## config.mk

```make
export PLATFORM = sky130hd
export DESIGN_NAME = mioprt_port_unit
export DESIGN_NICKNAME = d
export VERILOG_FILES = /design/src/verilog/mioprt_pkg.sv /design/src/verilog/mioprt_pin_cell.sv /design/src/verilog/mioprt_port_unit.sv
export VERILOG_INCLUDE_DIRS = /design/src /design/src/verilog
export SDC_FILE = /design/constraint.sdc
export NUM_CORES = 1
export LEC_CHECK = 0
export BUFFER_PORTS_ARGS = -buffer_cell sky130_fd_sc_hd__buf_2
export CAP_MARGIN = 10
export CORE_ASPECT_RATIO = 1.4
export CORE_MARGIN = 4
export CORE_UTILIZATION = 40
export DETAILED_ROUTE_END_ITERATION = 7
export GPL_TIMING_DRIVEN = 1
export PLACE_DENSITY_LB_ADDON = 0.3
export SYNTH_ARGS = -nofsm -noshare
export SYNTH_HDL_FRONTEND = slang
export SYNTH_SLANG_ARGS = --single-unit
```

## constraint.sdc

```tcl
create_clock -name clk -period 2 [get_ports clk]
set_clock_uncertainty 0.15 [all_clocks]
set_input_delay 0.4 -clock clk [delete_from_list [all_inputs] [get_ports clk]]
set_output_delay 0.4 -clock clk [all_outputs]
set_load 0.05 [all_outputs]
```

## src/verilog/mioprt_regs.svh

```systemverilog
// Register offsets, field widths and reset values of the multiplexed I/O port unit.
`ifndef MIOPRT_REGS_SVH
`define MIOPRT_REGS_SVH

// ****************************************************************
// Register offsets (word index on the plain register port)
// ****************************************************************
`define MIOPRT_ADDR_W 4
`define MIOPRT_P1_FUNC 4'h0
`define MIOPRT_P1_DIR 4'h1
`define MIOPRT_P1_LATCH 4'h2
`define MIOPRT_P1_PIN 4'h3
`define MIOPRT_P2_FUNC 4'h4
`define MIOPRT_P2_DIR 4'h5
`define MIOPRT_P2_LATCH 4'h6
`define MIOPRT_P2_PIN 4'h7
`define MIOPRT_P3_FUNC 4'h8
`define MIOPRT_P3_DIR 4'h9
`define MIOPRT_P3_LATCH 4'hA
`define MIOPRT_P3_PIN 4'hB

// ****************************************************************
// Widths and reset values
// ****************************************************************
`define MIOPRT_DATA_W 16
`define MIOPRT_P1_FUNC_RST 8'hFF
`define MIOPRT_P2_FUNC_RST 8'hFF
`define MIOPRT_P3_FUNC_RST 6'h0F
`define MIOPRT_DIR_RST 8'hFF
`define MIOPRT_LATCH_RST 8'h00

`endif
```

## src/verilog/mioprt_pkg.sv

```systemverilog
// Types shared by the multiplexed I/O port unit.
package mioprt_pkg;

  // Kind of pin built from the common port cell.
  typedef enum logic [1:0] {
    MIOPRT_BIDIR = 2'b00,
    MIOPRT_OUTONLY = 2'b01,
    MIOPRT_OPENDRAIN = 2'b10
  } mioprt_kind_e;

endpackage

```

## src/verilog/mioprt_pin_cell.sv

```systemverilog
// One port pin cell: source muxing, driver control and input synchroniser.
`timescale 1ns/10ps

module mioprt_pin_cell
  import mioprt_pkg::*;
#(
  parameter mioprt_kind_e KIND = MIOPRT_BIDIR
) (
  // Clock, reset and enable.
  input wire logic clk,
  input wire logic rst,
  input wire logic clkEn,
  // Programming bits.
  input wire logic funcSel,
  input wire logic dirBit,
  input wire logic latchBit,
  // Peripheral side.
  input wire logic periphOut,
  input wire logic periphOe,
  // Pad side.
  input wire logic padIn,
  output logic padOut,
  output logic padOe,
  // Synchronised pin level.
  output logic pinLevel
);

  logic sync1_q;
  logic sync2_q;

  // Driver selection; the enable is combinational from the programming bits and the peripheral enable.
  always_comb begin
    case (KIND)
      MIOPRT_OUTONLY: begin
        padOe = 1'b1;
        padOut = funcSel ? periphOut : latchBit;
      end
      MIOPRT_OPENDRAIN: begin
        // Only a low is ever driven; a missing peripheral leaves the pin floating.
        padOut = 1'b0;
        padOe = !funcSel && !dirBit && !latchBit;
      end
      default: begin
        padOut = funcSel ? periphOut : latchBit;
        padOe = funcSel ? periphOe : !dirBit;
      end
    endcase
  end

  // Two-stage synchroniser; only the second stage is read outside.
  always_ff @(posedge clk) begin
    if (rst) begin
      sync1_q <= 1'b0;
      sync2_q <= 1'b0;
    end else if (clkEn) begin
      sync1_q <= padIn;
      sync2_q <= sync1_q;
    end
  end

  assign pinLevel = sync2_q;

endmodule

```

## src/verilog/mioprt_port_unit.sv

```systemverilog
// Top of the multiplexed I/O port unit: three ports, their registers and the pin cells.
//
// Function
// - Function select peripheral: peripheral drives data and enable; port: software controls.
// - Bidirectional port pin: direction clear drives output, direction set makes input.
// - Output port pin drives its data latch bit.
// - Each pin level is synchronised and readable at any time.
// - Output-only pins always drive; select picks source; direction bit is storage.
// - Open-drain output: latch zero pulls low, latch one floats.
// - Open-drain direction bit set floats the pin regardless of latch.
// - Open-drain pin with peripheral selected floats.
// - Port 1 is eight output-only pins shared with chip selects.
// - Port 2 is eight bidirectional pins carrying two serial channels.
// - Port 3: bits 0-3 output-only interrupt requests, bits 4-5 open-drain.
// - Each port has function select, direction, data latch and pin state registers.
// - Direction register reads return the value last written.
// - Peripheral-owned pins take direction from the peripheral, ignoring direction bit.
// - Direction field eight bits resetting to ones; Port 3 lacks bits 7 and 6.
// - Data latch reads return the latch, not the pin.
// - Pin state register is read-only and returns current pin levels.
// - After reset peripheral functions selected; Port 3 bits 4-5 float.
`timescale 1ns/10ps

`include "mioprt_regs.svh"

module mioprt_port_unit
  import mioprt_pkg::*;
#(
  parameter int P1_W = 8,
  parameter int P2_W = 8,
  parameter int P3_W = 6
) (
  // Clock, reset and enable.
  input wire logic clk,
  input wire logic rst,
  input wire logic clkEn,
  // Register port.
  input wire logic [`MIOPRT_ADDR_W-1:0] regAddr,
  input wire logic [`MIOPRT_DATA_W-1:0] regWrData,
  input wire logic regWrEn,
  input wire logic regRdEn,
  output logic [`MIOPRT_DATA_W-1:0] regRdData,
  // Port 1 peripheral side: general chip selects.
  input wire logic [7:0] general_chip_selects,
  // Port 2 peripheral side: serial channel 1.
  output logic serial1_clear_to_send,
  output logic serial1_baud_clock_in,
  input wire logic serial1_transmit_line,
  input wire logic serial1_receive_line,
  input wire logic serial1RxOe,
  output logic serial1RxIn,
  // Port 2 peripheral side: serial channel 0.
  output logic serial0_clear_to_send,
  output logic serial0_baud_clock_in,
  input wire logic serial0_transmit_line,
  input wire logic serial0_receive_line,
  input wire logic serial0RxOe,
  output logic serial0RxIn,
  // Port 3 peripheral side: interrupt requests.
  input wire logic serial1_receive_interrupt,
  input wire logic serial1_transmit_interrupt,
  input wire logic dma0_interrupt_request,
  input wire logic dma1_interrupt_request,
  // Port 1 pads.
  input wire logic [P1_W-1:0] p1PadIn,
  output logic [P1_W-1:0] p1PadOut,
  output logic [P1_W-1:0] p1PadOe,
  // Port 2 pads.
  input wire logic [P2_W-1:0] p2PadIn,
  output logic [P2_W-1:0] p2PadOut,
  output logic [P2_W-1:0] p2PadOe,
  // Port 3 pads.
  input wire logic [P3_W-1:0] p3PadIn,
  output logic [P3_W-1:0] p3PadOut,
  output logic [P3_W-1:0] p3PadOe
);

  // ****************************************************************
  // Register storage
  // ****************************************************************
  logic [P1_W-1:0] p1Func_q;
  logic [P1_W-1:0] p1Dir_q;
  logic [P1_W-1:0] p1Latch_q;
  logic [P2_W-1:0] p2Func_q;
  logic [P2_W-1:0] p2Dir_q;
  logic [P2_W-1:0] p2Latch_q;
  logic [P3_W-1:0] p3Func_q;
  logic [P3_W-1:0] p3Dir_q;
  logic [P3_W-1:0] p3Latch_q;
  logic [P1_W-1:0] p1Level;
  logic [P2_W-1:0] p2Level;
  logic [P3_W-1:0] p3Level;
  logic [P2_W-1:0] p2PeriphOut;
  logic [P2_W-1:0] p2PeriphOe;
  logic [P3_W-1:0] p3PeriphOut;
  logic [`MIOPRT_DATA_W-1:0] rdData_d;
  logic [`MIOPRT_DATA_W-1:0] rdData_q;

  // Function select registers; reset chooses the peripheral side everywhere but the open-drain pins.
  always_ff @(posedge clk) begin
    if (rst) begin
      p1Func_q <= P1_W'(`MIOPRT_P1_FUNC_RST);
      p2Func_q <= P2_W'(`MIOPRT_P2_FUNC_RST);
      p3Func_q <= P3_W'(`MIOPRT_P3_FUNC_RST);
    end else if (clkEn && regWrEn) begin
      case (regAddr)
        `MIOPRT_P1_FUNC: p1Func_q <= regWrData[P1_W-1:0];
        `MIOPRT_P2_FUNC: p2Func_q <= regWrData[P2_W-1:0];
        `MIOPRT_P3_FUNC: p3Func_q <= regWrData[P3_W-1:0];
        default: begin
        end
      endcase
    end
  end

  // Direction registers; Port 3 stores only its six bits, so writes to the top ones are dropped and they read zero.
  always_ff @(posedge clk) begin
    if (rst) begin
      p1Dir_q <= P1_W'(`MIOPRT_DIR_RST);
      p2Dir_q <= P2_W'(`MIOPRT_DIR_RST);
      p3Dir_q <= P3_W'(`MIOPRT_DIR_RST);
    end else if (clkEn && regWrEn) begin
      case (regAddr)
        `MIOPRT_P1_DIR: p1Dir_q <= regWrData[P1_W-1:0];
        `MIOPRT_P2_DIR: p2Dir_q <= regWrData[P2_W-1:0];
        `MIOPRT_P3_DIR: p3Dir_q <= regWrData[P3_W-1:0];
        default: begin
        end
      endcase
    end
  end

  // Data latch registers; program these before switching a pin to port output.
  always_ff @(posedge clk) begin
    if (rst) begin
      p1Latch_q <= P1_W'(`MIOPRT_LATCH_RST);
      p2Latch_q <= P2_W'(`MIOPRT_LATCH_RST);
      p3Latch_q <= P3_W'(`MIOPRT_LATCH_RST);
    end else if (clkEn && regWrEn) begin
      case (regAddr)
        `MIOPRT_P1_LATCH: p1Latch_q <= regWrData[P1_W-1:0];
        `MIOPRT_P2_LATCH: p2Latch_q <= regWrData[P2_W-1:0];
        `MIOPRT_P3_LATCH: p3Latch_q <= regWrData[P3_W-1:0];
        default: begin
        end
      endcase
    end
  end

  // ****************************************************************
  // Read path
  // ****************************************************************
  // Read mux; pin state registers ignore writes and unmapped offsets read zero.
  always_comb begin
    rdData_d = '0;
    case (regAddr)
      `MIOPRT_P1_FUNC: rdData_d[P1_W-1:0] = p1Func_q;
      `MIOPRT_P1_DIR: rdData_d[P1_W-1:0] = p1Dir_q;
      `MIOPRT_P1_LATCH: rdData_d[P1_W-1:0] = p1Latch_q;
      `MIOPRT_P1_PIN: rdData_d[P1_W-1:0] = p1Level;
      `MIOPRT_P2_FUNC: rdData_d[P2_W-1:0] = p2Func_q;
      `MIOPRT_P2_DIR: rdData_d[P2_W-1:0] = p2Dir_q;
      `MIOPRT_P2_LATCH: rdData_d[P2_W-1:0] = p2Latch_q;
      `MIOPRT_P2_PIN: rdData_d[P2_W-1:0] = p2Level;
      `MIOPRT_P3_FUNC: rdData_d[P3_W-1:0] = p3Func_q;
      `MIOPRT_P3_DIR: rdData_d[P3_W-1:0] = p3Dir_q;
      `MIOPRT_P3_LATCH: rdData_d[P3_W-1:0] = p3Latch_q;
      `MIOPRT_P3_PIN: rdData_d[P3_W-1:0] = p3Level;
      default: rdData_d = '0;
    endcase
  end

  // Read data register; it holds its value only in the cycle after the strobe.
  always_ff @(posedge clk) begin
    if (rst) begin
      rdData_q <= '0;
    end else if (clkEn) begin
      rdData_q <= regRdEn ? rdData_d : '0;
    end
  end

  assign regRdData = rdData_q;

  // ****************************************************************
  // Peripheral routing
  // ****************************************************************
  // Port 2 order per channel from top bit: clear-to-send, baud clock, transmit, receive.
  assign p2PeriphOut = {1'b0, 1'b0, serial1_transmit_line, serial1_receive_line,
                        1'b0, 1'b0, serial0_transmit_line, serial0_receive_line};
  // Inputs never drive, transmit always drives, receive follows its channel.
  assign p2PeriphOe = {1'b0, 1'b0, 1'b1, serial1RxOe, 1'b0, 1'b0, 1'b1, serial0RxOe};
  // Synchronised levels feed the serial inputs whatever the pin mode.
  assign serial1_clear_to_send = p2Level[7];
  assign serial1_baud_clock_in = p2Level[6];
  assign serial1RxIn = p2Level[4];
  assign serial0_clear_to_send = p2Level[3];
  assign serial0_baud_clock_in = p2Level[2];
  assign serial0RxIn = p2Level[0];
  // Port 3 low bits carry interrupt requests; the open-drain bits have no peripheral.
  assign p3PeriphOut = {2'b00, dma1_interrupt_request, dma0_interrupt_request,
                        serial1_transmit_interrupt, serial1_receive_interrupt};

  // ****************************************************************
  // Pin cells
  // ****************************************************************
  genvar gi;
  generate
    // Port 1: output-only chip select pins.
    for (gi = 0; gi < P1_W; gi++) begin : gP1
      mioprt_pin_cell #(.KIND(MIOPRT_OUTONLY)) uCell (
        .clk(clk),
        .rst(rst),
        .clkEn(clkEn),
        .funcSel(p1Func_q[gi]),
        .dirBit(p1Dir_q[gi]),
        .latchBit(p1Latch_q[gi]),
        .periphOut(general_chip_selects[gi]),
        .periphOe(1'b1),
        .padIn(p1PadIn[gi]),
        .padOut(p1PadOut[gi]),
        .padOe(p1PadOe[gi]),
        .pinLevel(p1Level[gi])
      );
    end
    // Port 2: bidirectional serial pins.
    for (gi = 0; gi < P2_W; gi++) begin : gP2
      mioprt_pin_cell #(.KIND(MIOPRT_BIDIR)) uCell (
        .clk(clk),
        .rst(rst),
        .clkEn(clkEn),
        .funcSel(p2Func_q[gi]),
        .dirBit(p2Dir_q[gi]),
        .latchBit(p2Latch_q[gi]),
        .periphOut(p2PeriphOut[gi]),
        .periphOe(p2PeriphOe[gi]),
        .padIn(p2PadIn[gi]),
        .padOut(p2PadOut[gi]),
        .padOe(p2PadOe[gi]),
        .pinLevel(p2Level[gi])
      );
    end
    // Port 3: four output-only pins, then open-drain pins above them.
    for (gi = 0; gi < P3_W; gi++) begin : gP3
      mioprt_pin_cell #(.KIND(gi < 4 ? MIOPRT_OUTONLY : MIOPRT_OPENDRAIN)) uCell (
        .clk(clk),
        .rst(rst),
        .clkEn(clkEn),
        .funcSel(p3Func_q[gi]),
        .dirBit(p3Dir_q[gi]),
        .latchBit(p3Latch_q[gi]),
        .periphOut(p3PeriphOut[gi]),
        .periphOe(1'b1),
        .padIn(p3PadIn[gi]),
        .padOut(p3PadOut[gi]),
        .padOe(p3PadOe[gi]),
        .pinLevel(p3Level[gi])
      );
    end
  endgenerate

endmodule

```

==> summary.md, run 1 <==
| Metric | Value |
|---|---|
| Starting density of the core | `40.62%` |
| Number of warning messages in the yosys log | `0` |
| TritonCTS clock tree | `built` |
| Average via count per standard cell | `5.206` |
| Drt drc | `0` |
| Area growth from synthesis to layout | `20.91%` |
| Clock transition at the register clock pins on the worst setup and hold paths after CTS | `0.06 ns` |
| Maximum achievable frequency | `0.5238 GHz` |
| Placement Setup Slack | `0.01703 ns` |
| Share of the synthesized netlist area taken by xor and xnor gates | `0%` |
| Adder-Cell Fraction of Synth Area | `0%` |
| Kind of launch point of the worst setup path | `flip-flop` |
| Die outline area | `16,630 sq um` |
| Chip Width | `110.1 um` |
| Post-synthesis average cell area | `8.863 sq um` |
| Worst-Skew Late Latency | `0.41 ns` |
| Synth area leaders | `dfxtp_1 40%, mux2i_1 14%, buf_4 6.9%` |
| Critical-path maximum fanout | `3` |
| Global route total overflow | `0` |
| Total Power Consumption | `6.350 mW` |
| Clock net sink count | `118` |
| Setup violations, final | `0` |
| Largest area contributor in the netlist | `dfxtp_1` |
| Part of the Yosys area used for sequential elements | `40.45%` |
| Outcome | `finished clean` |
| Flop and latch count out of synthesis | `118` |
| Worst IR Drop VDD | `0.0005057 V` |
| Antenna violation net count after detailed routing | `0` |
| Final net count | `810` |
| Minimum period implied by the final worst setup slack | `1.909 ns` |
| Post-synth EDFFs | `0` |
| Global-route wire length before repair | `26,390 um` |
| Buffer type at the clock tree root | `clkbuf_16` |
| Largest family of logic cells by synthesized area | `simple AND/OR/NAND/NOR gates` |
| Hold-fix buffer count after cts | `0` |
| Total negative setup slack | `0 ns` |
| Period utilisation layout | `95.45%` |
| Synth cell types | `46` |
| Iteration-0 DRC count of the detailed router | `280` |
| Arr. time, crit path | `1.36 ns` |
| Prevailing post-synth register cell | `dfxtp_1` |
| Maximum level of the CTS H-tree | `4` |
| Reported leakage power | `3.104 nW` |
| Cell with the most instances after synthesis | `dfxtp_1` |
| Multiplexer fraction of the synthesized cell area | `17.48%` |
| DP HPWL | `12,890 um` |
| Global placer's final weighted congestion | `0.9231` |
| Required arrival time at the worst endpoint | `1.45 ns` |
| Number of hold-slack violations in the final timing report | `0` |
| Number of cells produced by synthesis | `659` |
| Power density over the cells | `899.2 nW/um^2` |
| Num CTS Buffers | `17` |
| Slew Limit Fails | `0` |
| Critical Path Sink Type | `output pin` |
| Filler Cells Inserted | `1,384` |
| DIE HEIGHT | `151.0 um` |
| Max cap viols | `0` |
| Vias in the first global route | `4,884` |
| Vias after detailed routing | `4,930` |
| Final worst-path setup slack | `0.09098 ns` |
| Total detailed-routing wirelength | `17,170 um` |
| Compound-gate portion of the synthesized area | `9.769%` |
| Final worst hold slack | `0.07509 ns` |
| Netlist area before placement | `5841 sq um` |
| Buffers inserted during post-CTS setup optimization | `0` |
| Top post-synthesis cells by count | `118 x dfxtp_1, 84 x mux2i_1, 83 x nor2_1` |
| Inserted Diodes | `0` |
| Pin count of the biggest net entering global routing | `57` |
| Detailed-route wire length per cell | `18.13 um` |
| Global-route usage over all layers | `20.94%` |
| Ratio of cells with drive above 1 in the final layout | `25.59%` |
| Number of antenna violations at the first check in global routing | `0` |
| Drt first pass iters | `5` |
| Floorplan row count | `52` |
| Synthesized-area fraction occupied by and/or/nand/nor cells | `21.70%` |
| Critical Path, Cell by Cell | `mux2_2 > buf_2` |
| Number of gates given a new drive strength after cts | `0` |
| Fraction of post-synthesis cell area in the top cell type by area | `40.45%` |
| Standard cell with the maximum stage delay on the critical path | `dfxtp_1` |
| Path class of the lowest-slack min-delay path | `in -> reg` |
| Unrepaired setup endpoints after global routing | `no` |
| Boundary Pins | `131` |
| Critical Path Max Stage Delay | `0.40 ns` |
| Maximum buffer depth of the clock tree | `2` |
| Worst setup path class | `reg -> out` |
| Core region area | `14,380 sq um` |
| Number of buffer cells added on primary ports | `100` |
| Async SR Flop Fraction | `0%` |
-- where the power goes --
group / switching (mW) / internal [mW]
clock: 1.14 / 2.01
combinational: 0.495 / 0.250
sequential: 0.0428 / 2.41
-- per-layer routing --
layer | global-route usage [%] | up-vias | wire length (um) | part of all wire [%]
met5 | 0 | - | 0 | 0
met4 | 8.688 | 0 | 537 | 3.1
met3 | 3.497 | 25 | 1007 | 5.9
met2 | 35.51 | 168 | 8545 | 50
met1 | 26.08 | 2354 | 7082 | 41
li1 | - | 2383 | - | -
-- per-stage QoR --
| step | cells | cell area [sq um] | utilization, % |
|---|---|---|---|
| floorplan | 679 | 5916 | - |
| global placement | 915 | 6447 | 44.84 |
| detailed placement | 915 | 6447 | 44.84 |
| CTS | 947 | 7062 | 49.11 |
| global route | 947 | 7062 | 49.11 |
| finish | 947 | 7062 | 49.11 |
-- path summary, 6_finish.rpt --
| kind | endpoint | slack [ns] | startpoint | cells past startpoint |
|---|---|---|---|---|
| max | p1PadOut[0] | 0.09 | p1Func_q[0] | 2 |
| min | gP2[7].uCell.sync1_q | 0.08 | p2PadIn[7] | 3 |
| max reg2reg | regRdData[0] | 0.53 | p1Func_q[0] | 5 |
| min reg2reg | regRdData[1] | 0.32 | regRdData[1] | 2 |
-- cells in the final DEF (no fill, tap or decap), types with 2 or more instances in the layout --
| cell | count |
|---|---|
| a31oi_1 | 2 |
| a21oi_1 | 19 |
| conb_1 | 22 |
| o22ai_1 | 8 |
| clkinv_4 | 5 |
| nand2b_1 | 5 |
| buf_2 | 99 |
| nand3b_1 | 52 |
| mux2i_1 | 84 |
| a311oi_1 | 2 |
| o21ai_0 | 28 |
| nor4_1 | 5 |
| buf_12 | 5 |
| or3_1 | 2 |
| inv_1 | 9 |
| o211ai_1 | 3 |
| nand2_1 | 61 |
| nor3_1 | 6 |
| mux2_2 | 16 |
| dfxtp_1 | 118 |
| clkinv_2 | 3 |
| nand3_1 | 6 |
| a211o_1 | 19 |
| and3_1 | 2 |
| bufinv_16 | 3 |
| nor2b_1 | 14 |
| nor2_1 | 83 |
| inv_6 | 3 |
| clkbuf_16 | 17 |
| buf_4 | 37 |
-- layout make-up --
cell class / count / area, sq um / share of cell area, %
Clock inverter: 14 / 175.2 / 2.481
Inverter: 9 / 33.78 / 0.4784
Multi-Input combinational cell: 458 / 2942 / 41.65
Tap cell: 189 / 236.5 / 3.349
Sequential cell: 118 / 2362 / 33.45
Timing Repair Buffer: 141 / 873.3 / 12.37
Clock buffer: 18 / 439.2 / 6.219
-- sequential cells by signal, summed over array words and instances, names as in the netlist, 8 cells and up --
| register | count |
|---|---|
| p1Latch_q | 8 |
| p2Func_q | 8 |
| regRdData | 8 |
| p1Dir_q | 8 |
| p2Latch_q | 8 |
| gP2.uCell.pinLevel | 8 |
| gP1.uCell.sync1_q | 8 |
| gP1.uCell.pinLevel | 8 |
| gP2.uCell.sync1_q | 8 |
| p2Dir_q | 8 |
| p1Func_q | 8 |
-- cells by family (layout without fill, tap and decap cells) --
kind of cell	Yosys count	after routing
muxes	100	100
buffers and inverters	103	182
and+or+nand+nor	247	247
AOI/OAI and AO/OA	89	89
other	2	22
DFF	118	118
-- critical path: cells and delay by family (launching register included) --
| family | cells | cell delay, ns |
|---|---|---|
| buffers and inverters | 1 | 0.21 |
| multiplexers | 1 | 0.35 |
| flip-flops | 1 | 0.40 |
No activity file was read; power rests on OpenSTA's default activity.
==> inputs of run 2 (changes only) <==
--- a/config.mk
+++ b/config.mk
@@ -8,9 +8,11 @@
 export LEC_CHECK = 0
 export BUFFER_PORTS_ARGS = -buffer_cell sky130_fd_sc_hd__buf_2
 export CAP_MARGIN = 10
+export CELL_PAD_IN_SITES_DETAIL_PLACEMENT = 0
+export CELL_PAD_IN_SITES_GLOBAL_PLACEMENT = 2
 export CORE_ASPECT_RATIO = 1.4
 export CORE_MARGIN = 4
-export CORE_UTILIZATION = 40
+export CORE_UTILIZATION = 32
 export DETAILED_ROUTE_END_ITERATION = 7
 export GPL_TIMING_DRIVEN = 1
 export PLACE_DENSITY_LB_ADDON = 0.3
==> summary.md, run 2 (synthesis gave the netlist of run 1 again) <==
| Metric | Value |
|---|---|
| Starting density of the core | `32.58%` |
| Clock net sink count | `118` |
| Ratio of cells with drive above 1 in the final layout | `25.79%` |
| Total detailed-routing wirelength | `18,010 um` |
| Vias in the first global route | `4,850` |
| Number of hold-slack violations in the final timing report | `0` |
| Area growth from synthesis to layout | `22.28%` |
| Global-route wire length before repair | `27,790 um` |
| Detailed-route wire length per cell | `18.01 um` |
| Global-route usage over all layers | `18.00%` |
| Critical-path maximum fanout | `3` |
| Most frequent cells in the layout | `117 x dfxtp_1, 99 x buf_2, 84 x mux2i_1` |
| Critical Path Sink | `p3PadOut[3]` |
| Final worst hold slack | `0.06431 ns` |
| Clock transition at the register clock pins on the worst setup and hold paths after CTS | `0.05 ns` |
| Unrepaired setup endpoints after global routing | `no` |
| Final worst-path setup slack | `0.06697 ns` |
| Peak-usage layer in the global routing report | `met2` |
| Worst min-delay path startpoint | `p3PadIn[3]` |
| Buffer type at the clock tree root | `clkbuf_16` |
| Final net count | `814` |
| Average via count per standard cell | `4.849` |
| Routing usage on met2 | `31.71%` |
| Pin count of the biggest net entering global routing | `68` |
| Capture point of the worst reg-to-reg path | `regRdData[5]` |
| Vias after detailed routing | `4,849` |
| Inserted Diodes | `0` |
| Maximum buffer depth of the clock tree | `2` |
| Setup violations, final | `0` |
| Total negative setup slack | `0 ns` |
| Global placer's final weighted congestion | `0.8570` |
| Core region area | `17,920 sq um` |
| GR Layer Usage met1 | `21.47%` |
| Maximum level of the CTS H-tree | `4` |
| Buffers inserted during post-CTS setup optimization | `0` |
| Minimum period implied by the final worst setup slack | `1.933 ns` |
| Outcome | `finished clean` |
| Hold-fix buffer count after cts | `0` |
| Global-route track usage on met3 | `3.831%` |
| Source of the worst register-to-register timing path | `p1Func_q[5]` |
| Period utilisation layout | `96.65%` |
| Critical Path Sink Type | `output pin` |
| Arr. time, crit path | `1.38 ns` |
| Worst setup path class | `reg -> out` |
| Start point of the critical path | `p3Func_q[3]` |
| Iteration-0 DRC count of the detailed router | `340` |
| Die outline area | `20,510 sq um` |
| Chip Width | `122.2 um` |
| Num CTS Buffers | `17` |
| Antenna violation net count after detailed routing | `0` |
| Number of buffer cells added on primary ports | `100` |
| Max cap viols | `0` |
| Number of antenna violations at the first check in global routing | `0` |
| Reported leakage power | `3.107 nW` |
| Floorplan row count | `58` |
| DIE HEIGHT | `167.9 um` |
| Required arrival time at the worst endpoint | `1.45 ns` |
| Worst-Skew Late Latency | `0.42 ns` |
| Drt first pass iters | `5` |
| Cell depth of the worst flop-to-flop path | `5` |
| Boundary Pins | `131` |
| Maximum achievable frequency | `0.5173 GHz` |
| Path class of the lowest-slack min-delay path | `in -> reg` |
| Number of gates given a new drive strength after cts | `0` |
| Drt drc | `0` |
| DP HPWL | `13,620 um` |
| Most common cell after layout, fill and taps aside | `dfxtp_1` |
| Slew Limit Fails | `0` |
| Placement Setup Slack | `-0.1494 ns` |
| TritonCTS clock tree | `built` |
| Worst IR Drop VDD | `0.0004050 V` |
| Worst reg-to-reg setup slack | `0.35 ns` |
| Kind of launch point of the worst setup path | `flip-flop` |
| Global route total overflow | `0` |
| Power density over the cells | `878.6 nW/um^2` |
run 2: changes by cell type in the layout (fill, tap and decap cells not counted):
cell / before / now
clkbuf_8: 1 / 2
clkinv_4: 5 / 0
clkinvlp_4: 0 / 2
clkbuf_1: 0 / 1
inv_6: 3 / 0
clkinv_2: 3 / 5
dfxtp_2: 0 / 1
buf_4: 37 / 40
buf_12: 5 / 6
dfxtp_1: 118 / 117
run 2: per-layer routing:
metal  wire, um  vias to the layer above
met5          0                        -
met4        324                        0
met3        928                       21
met2       9439                      128
met1       7314                     2301
li1           -                     2399
run 2: area by class of cell:
type                    count  area [sq um]
multi-input cells         458          2942
repair buffers            145         915.9
well taps                 240         300.3
fillers                  1888         10780
clock buffers              20         456.7
clock inverters            10         130.1
inverters                   9         33.78
flip-flops and latches    118          2364
run 2: critical path, cell delays in order (launching register included):
cell and delay [ns]:
dfxtp_1 0.41, mux2_2 0.35, buf_2 0.21
run 2: power breakdown:
group	switching [mW]	internal, mW
sequential	0.0434	2.41
clock	1.07	2.00
combinational	0.494	0.256
run 2: how the worst min path moves through the flow:
stage / cells after the start / to
after floorplan: 2 / p1Dir_q[7]
after global placement: 2 / p1Dir_q[5]
after detailed placement: 2 / p1Dir_q[0]
after CTS: 3 / gP1[2].uCell.sync1_q
after global routing: 3 / gP3[0].uCell.sync1_q
final: 3 / gP3[3].uCell.sync1_q
run 2: stage by stage:
step | cells | instance area, sq um | utilization (%) | power (mW)
global route | 1000 | 7142 | 39.84 | 6.499
detailed placement | 970 | 6554 | 36.56 | 3.262
global placement | 970 | 6554 | 36.56 | 3.254
floorplan | 679 | 5916 | - | 3.066
CTS | 1000 | 7141 | 39.84 | 6.363
finish | 1000 | 7142 | 39.84 | 6.275
==> inputs of run 3 (changes only) <==
--- a/config.mk
+++ b/config.mk
@@ -16,6 +16,7 @@
 export DETAILED_ROUTE_END_ITERATION = 7
 export GPL_TIMING_DRIVEN = 1
 export PLACE_DENSITY_LB_ADDON = 0.3
+export REMOVE_ABC_BUFFERS = 1
 export SYNTH_ARGS = -nofsm -noshare
 export SYNTH_HDL_FRONTEND = slang
 export SYNTH_SLANG_ARGS = --single-unit
==> summary.md, run 3 (synthesis gave the netlist of run 1 again) <==
| Metric | Value |
|---|---|
| Crit path max-delay family | `flip-flops` |
| Maximum achievable frequency | `0.5124 GHz` |
| Max cap viols | `0` |
| Average via count per standard cell | `4.802` |
| Drt drc | `0` |
| Outcome | `finished clean` |
| Number of antenna violations at the first check in global routing | `0` |
| Number of buffer cells added on primary ports | `100` |
| Global-route wire length before repair | `26,970 um` |
| Iteration-0 DRC count of the detailed router | `288` |
| Global-route usage over all layers | `17.15%` |
| Slew Limit Fails | `0` |
| Worst-Skew Late Latency | `0.41 ns` |
| TritonCTS clock tree | `built` |
| DIE HEIGHT | `167.9 um` |
| Arr. time, crit path | `1.40 ns` |
| Total detailed-routing wirelength | `17,330 um` |
| Sequential share of power | `37.7%` |
| Vias after detailed routing | `4,773` |
| Critical Path, Cell by Cell | `mux2_2 > buf_2` |
| Worst reg-to-reg setup slack | `0.56 ns` |
| Critical Path Max Stage Delay | `0.43 ns` |
| Standard cell with the maximum stage delay on the critical path | `dfxtp_1` |
| Most common cell after layout, fill and taps aside | `dfxtp_1` |
| Cell depth of the worst flop-to-flop path | `4` |
| Inserted Diodes | `0` |
| DP HPWL | `12,730 um` |
| Transition at the pin with the smallest max-transition slack | `0.5634 ns` |
| Core region area | `17,920 sq um` |
| Worst setup path class | `reg -> out` |
| Setup violations, final | `0` |
| Maximum buffer depth of the clock tree | `2` |
| Post-Route Utilization | `39.78%` |
| Critical-path maximum fanout | `5` |
| Critical Path Sink Type | `output pin` |
| Final worst hold slack | `0.06946 ns` |
| Vias in the first global route | `4,878` |
| Clock net sink count | `118` |
| Clock power frac | `51.1%` |
| Drt first pass iters | `5` |
| Worst IR Drop VDD | `0.0004721 V` |
| Share of power burned in combinational logic | `11.3%` |
| Maximum level of the CTS H-tree | `4` |
| Crit path buffers/inverters | `1` |
| Minimum period implied by the final worst setup slack | `1.952 ns` |
| Buffers inserted during post-CTS setup optimization | `0` |
| Required arrival time at the worst endpoint | `1.45 ns` |
| Total Power Consumption | `6.508 mW` |
| Hold Crit Depth | `3` |
| Buffer type at the clock tree root | `clkbuf_16` |
| Path class of the lowest-slack min-delay path | `in -> reg` |
| Reported leakage power | `3.077 nW` |
| Most frequent cells in the layout | `116 x dfxtp_1, 99 x buf_2, 84 x mux2i_1` |
| Clock transition at the register clock pins on the worst setup and hold paths after CTS | `0.06 ns` |
| Final non-filler cell total | `994` |
| Num CTS Buffers | `17` |
| Max-slew headroom at the worst pin | `62.30%` |
| Period utilisation layout | `97.58%` |
| Kind of launch point of the worst setup path | `flip-flop` |
| Internal power | `4.825 mW` |
| Pin count of the biggest net entering global routing | `67` |
| Area growth from synthesis to layout | `22.09%` |
| Total negative setup slack | `0 ns` |
| Global placer's final weighted congestion | `0.8430` |
| Total number of cells along the worst setup path | `2` |
| Filler Cells Inserted | `1,854` |
| Starting density of the core | `32.58%` |
| Final net count | `806` |
| Die outline area | `20,510 sq um` |
| Antenna violation net count after detailed routing | `0` |
| Power dissipated by switching net loads | `1.683 mW` |
| Boundary Pins | `131` |
| Cell Count Post-Placement | `962` |
| Power density over the cells | `912.7 nW/um^2` |
| Detailed-route wire length per cell | `17.44 um` |
| Ratio of cells with drive above 1 in the final layout | `25.46%` |
| Unrepaired setup endpoints after global routing | `no` |
| Chip Width | `122.2 um` |
| Number of hold-slack violations in the final timing report | `0` |
| Global route total overflow | `0` |
| Net switching share of the total power | `25.86%` |
| Floorplan row count | `58` |
-- run 3: changes by cell type in the layout (fill, tap and decap cells not counted) --
| cell | change |
|---|---|
| buf_12 | -1 |
| dfxtp_2 | +1 |
| clkinv_2 | -5 |
| clkbuf_1 | -1 |
| buf_4 | -7 |
| inv_6 | +3 |
| clkinv_4 | +2 |
| bufinv_16 | +1 |
| dfxtp_1 | -1 |
| clkinvlp_4 | +2 |
-- run 3: worst reg2reg max path, cell delays in order, from the launching register on --
cell	delay, ns
dfxtp_1	0.33
mux2i_1	0.20
o22ai_1	0.10
nor4_1	0.41
o21ai_0	0.12
-- run 3: metal layers --
metal | up-vias | GRT usage (%) | part of all wire (%)
met4 | 0 | 5.750 | 1.8
met5 | - | 0 | 0
met3 | 22 | 3.091 | 4.7
met2 | 139 | 29.98 | 51
met1 | 2242 | 21.08 | 42
li1 | 2370 | - | -
-- run 3: final timing paths --
| kind | end | start |
|---|---|---|
| setup / recovery | p2PadOut[0] | p2Func_q[0] |
| hold / removal | gP1[5].uCell.sync1_q | p1PadIn[5] |
| setup reg to reg | regRdData[1] | gP2[1].uCell.pinLevel |
| hold reg to reg | regRdData[1] | regRdData[1] |
-- run 3: metrics by stage --
| stage | setup slack (ns) | instance area [sq um] |
|---|---|---|
| finish | 0.04841 | 7131 |
| floorplan | 0.01449 | 5338 |
| detailed placement | 0.005380 | 6481 |
| CTS | 0.01673 | 7128 |
| global placement | 0.04005 | 6481 |
| global route | 0.006474 | 7131 |
-- run 3: layout make-up --
| cell class | instances | area, sq um | area share [%] |
|---|---|---|---|
| inverters | 9 | 33.78 | 0.4738 |
| clock buffers | 19 | 452.9 | 6.352 |
| repair buffers | 137 | 843.3 | 11.83 |
| flip-flops and latches | 118 | 2365 | 33.16 |
| well taps | 240 | 300.3 | 4.211 |
| multi-input cells | 458 | 2942 | 41.25 |
| clock inverters | 13 | 193.9 | 2.720 |
-- run 3: power groups by stage --
| stage | clock network (mW) | logic (mW) | registers, mW |
|---|---|---|---|
| global route | 3.49 | 0.786 | 2.46 |
| global placement | 0 | 0.731 | 2.50 |
| CTS | 3.40 | 0.738 | 2.45 |
| detailed placement | 0 | 0.735 | 2.50 |
| finish | 3.32 | 0.733 | 2.45 |
| floorplan | 0 | 0.388 | 2.52 |
-- run 3: timing repair --
item / 4_1_cts / 5_1_grt
resized for setup: 0 / 2
hold buffers: 0 / 0
setup endpoints to repair: 0 / 2
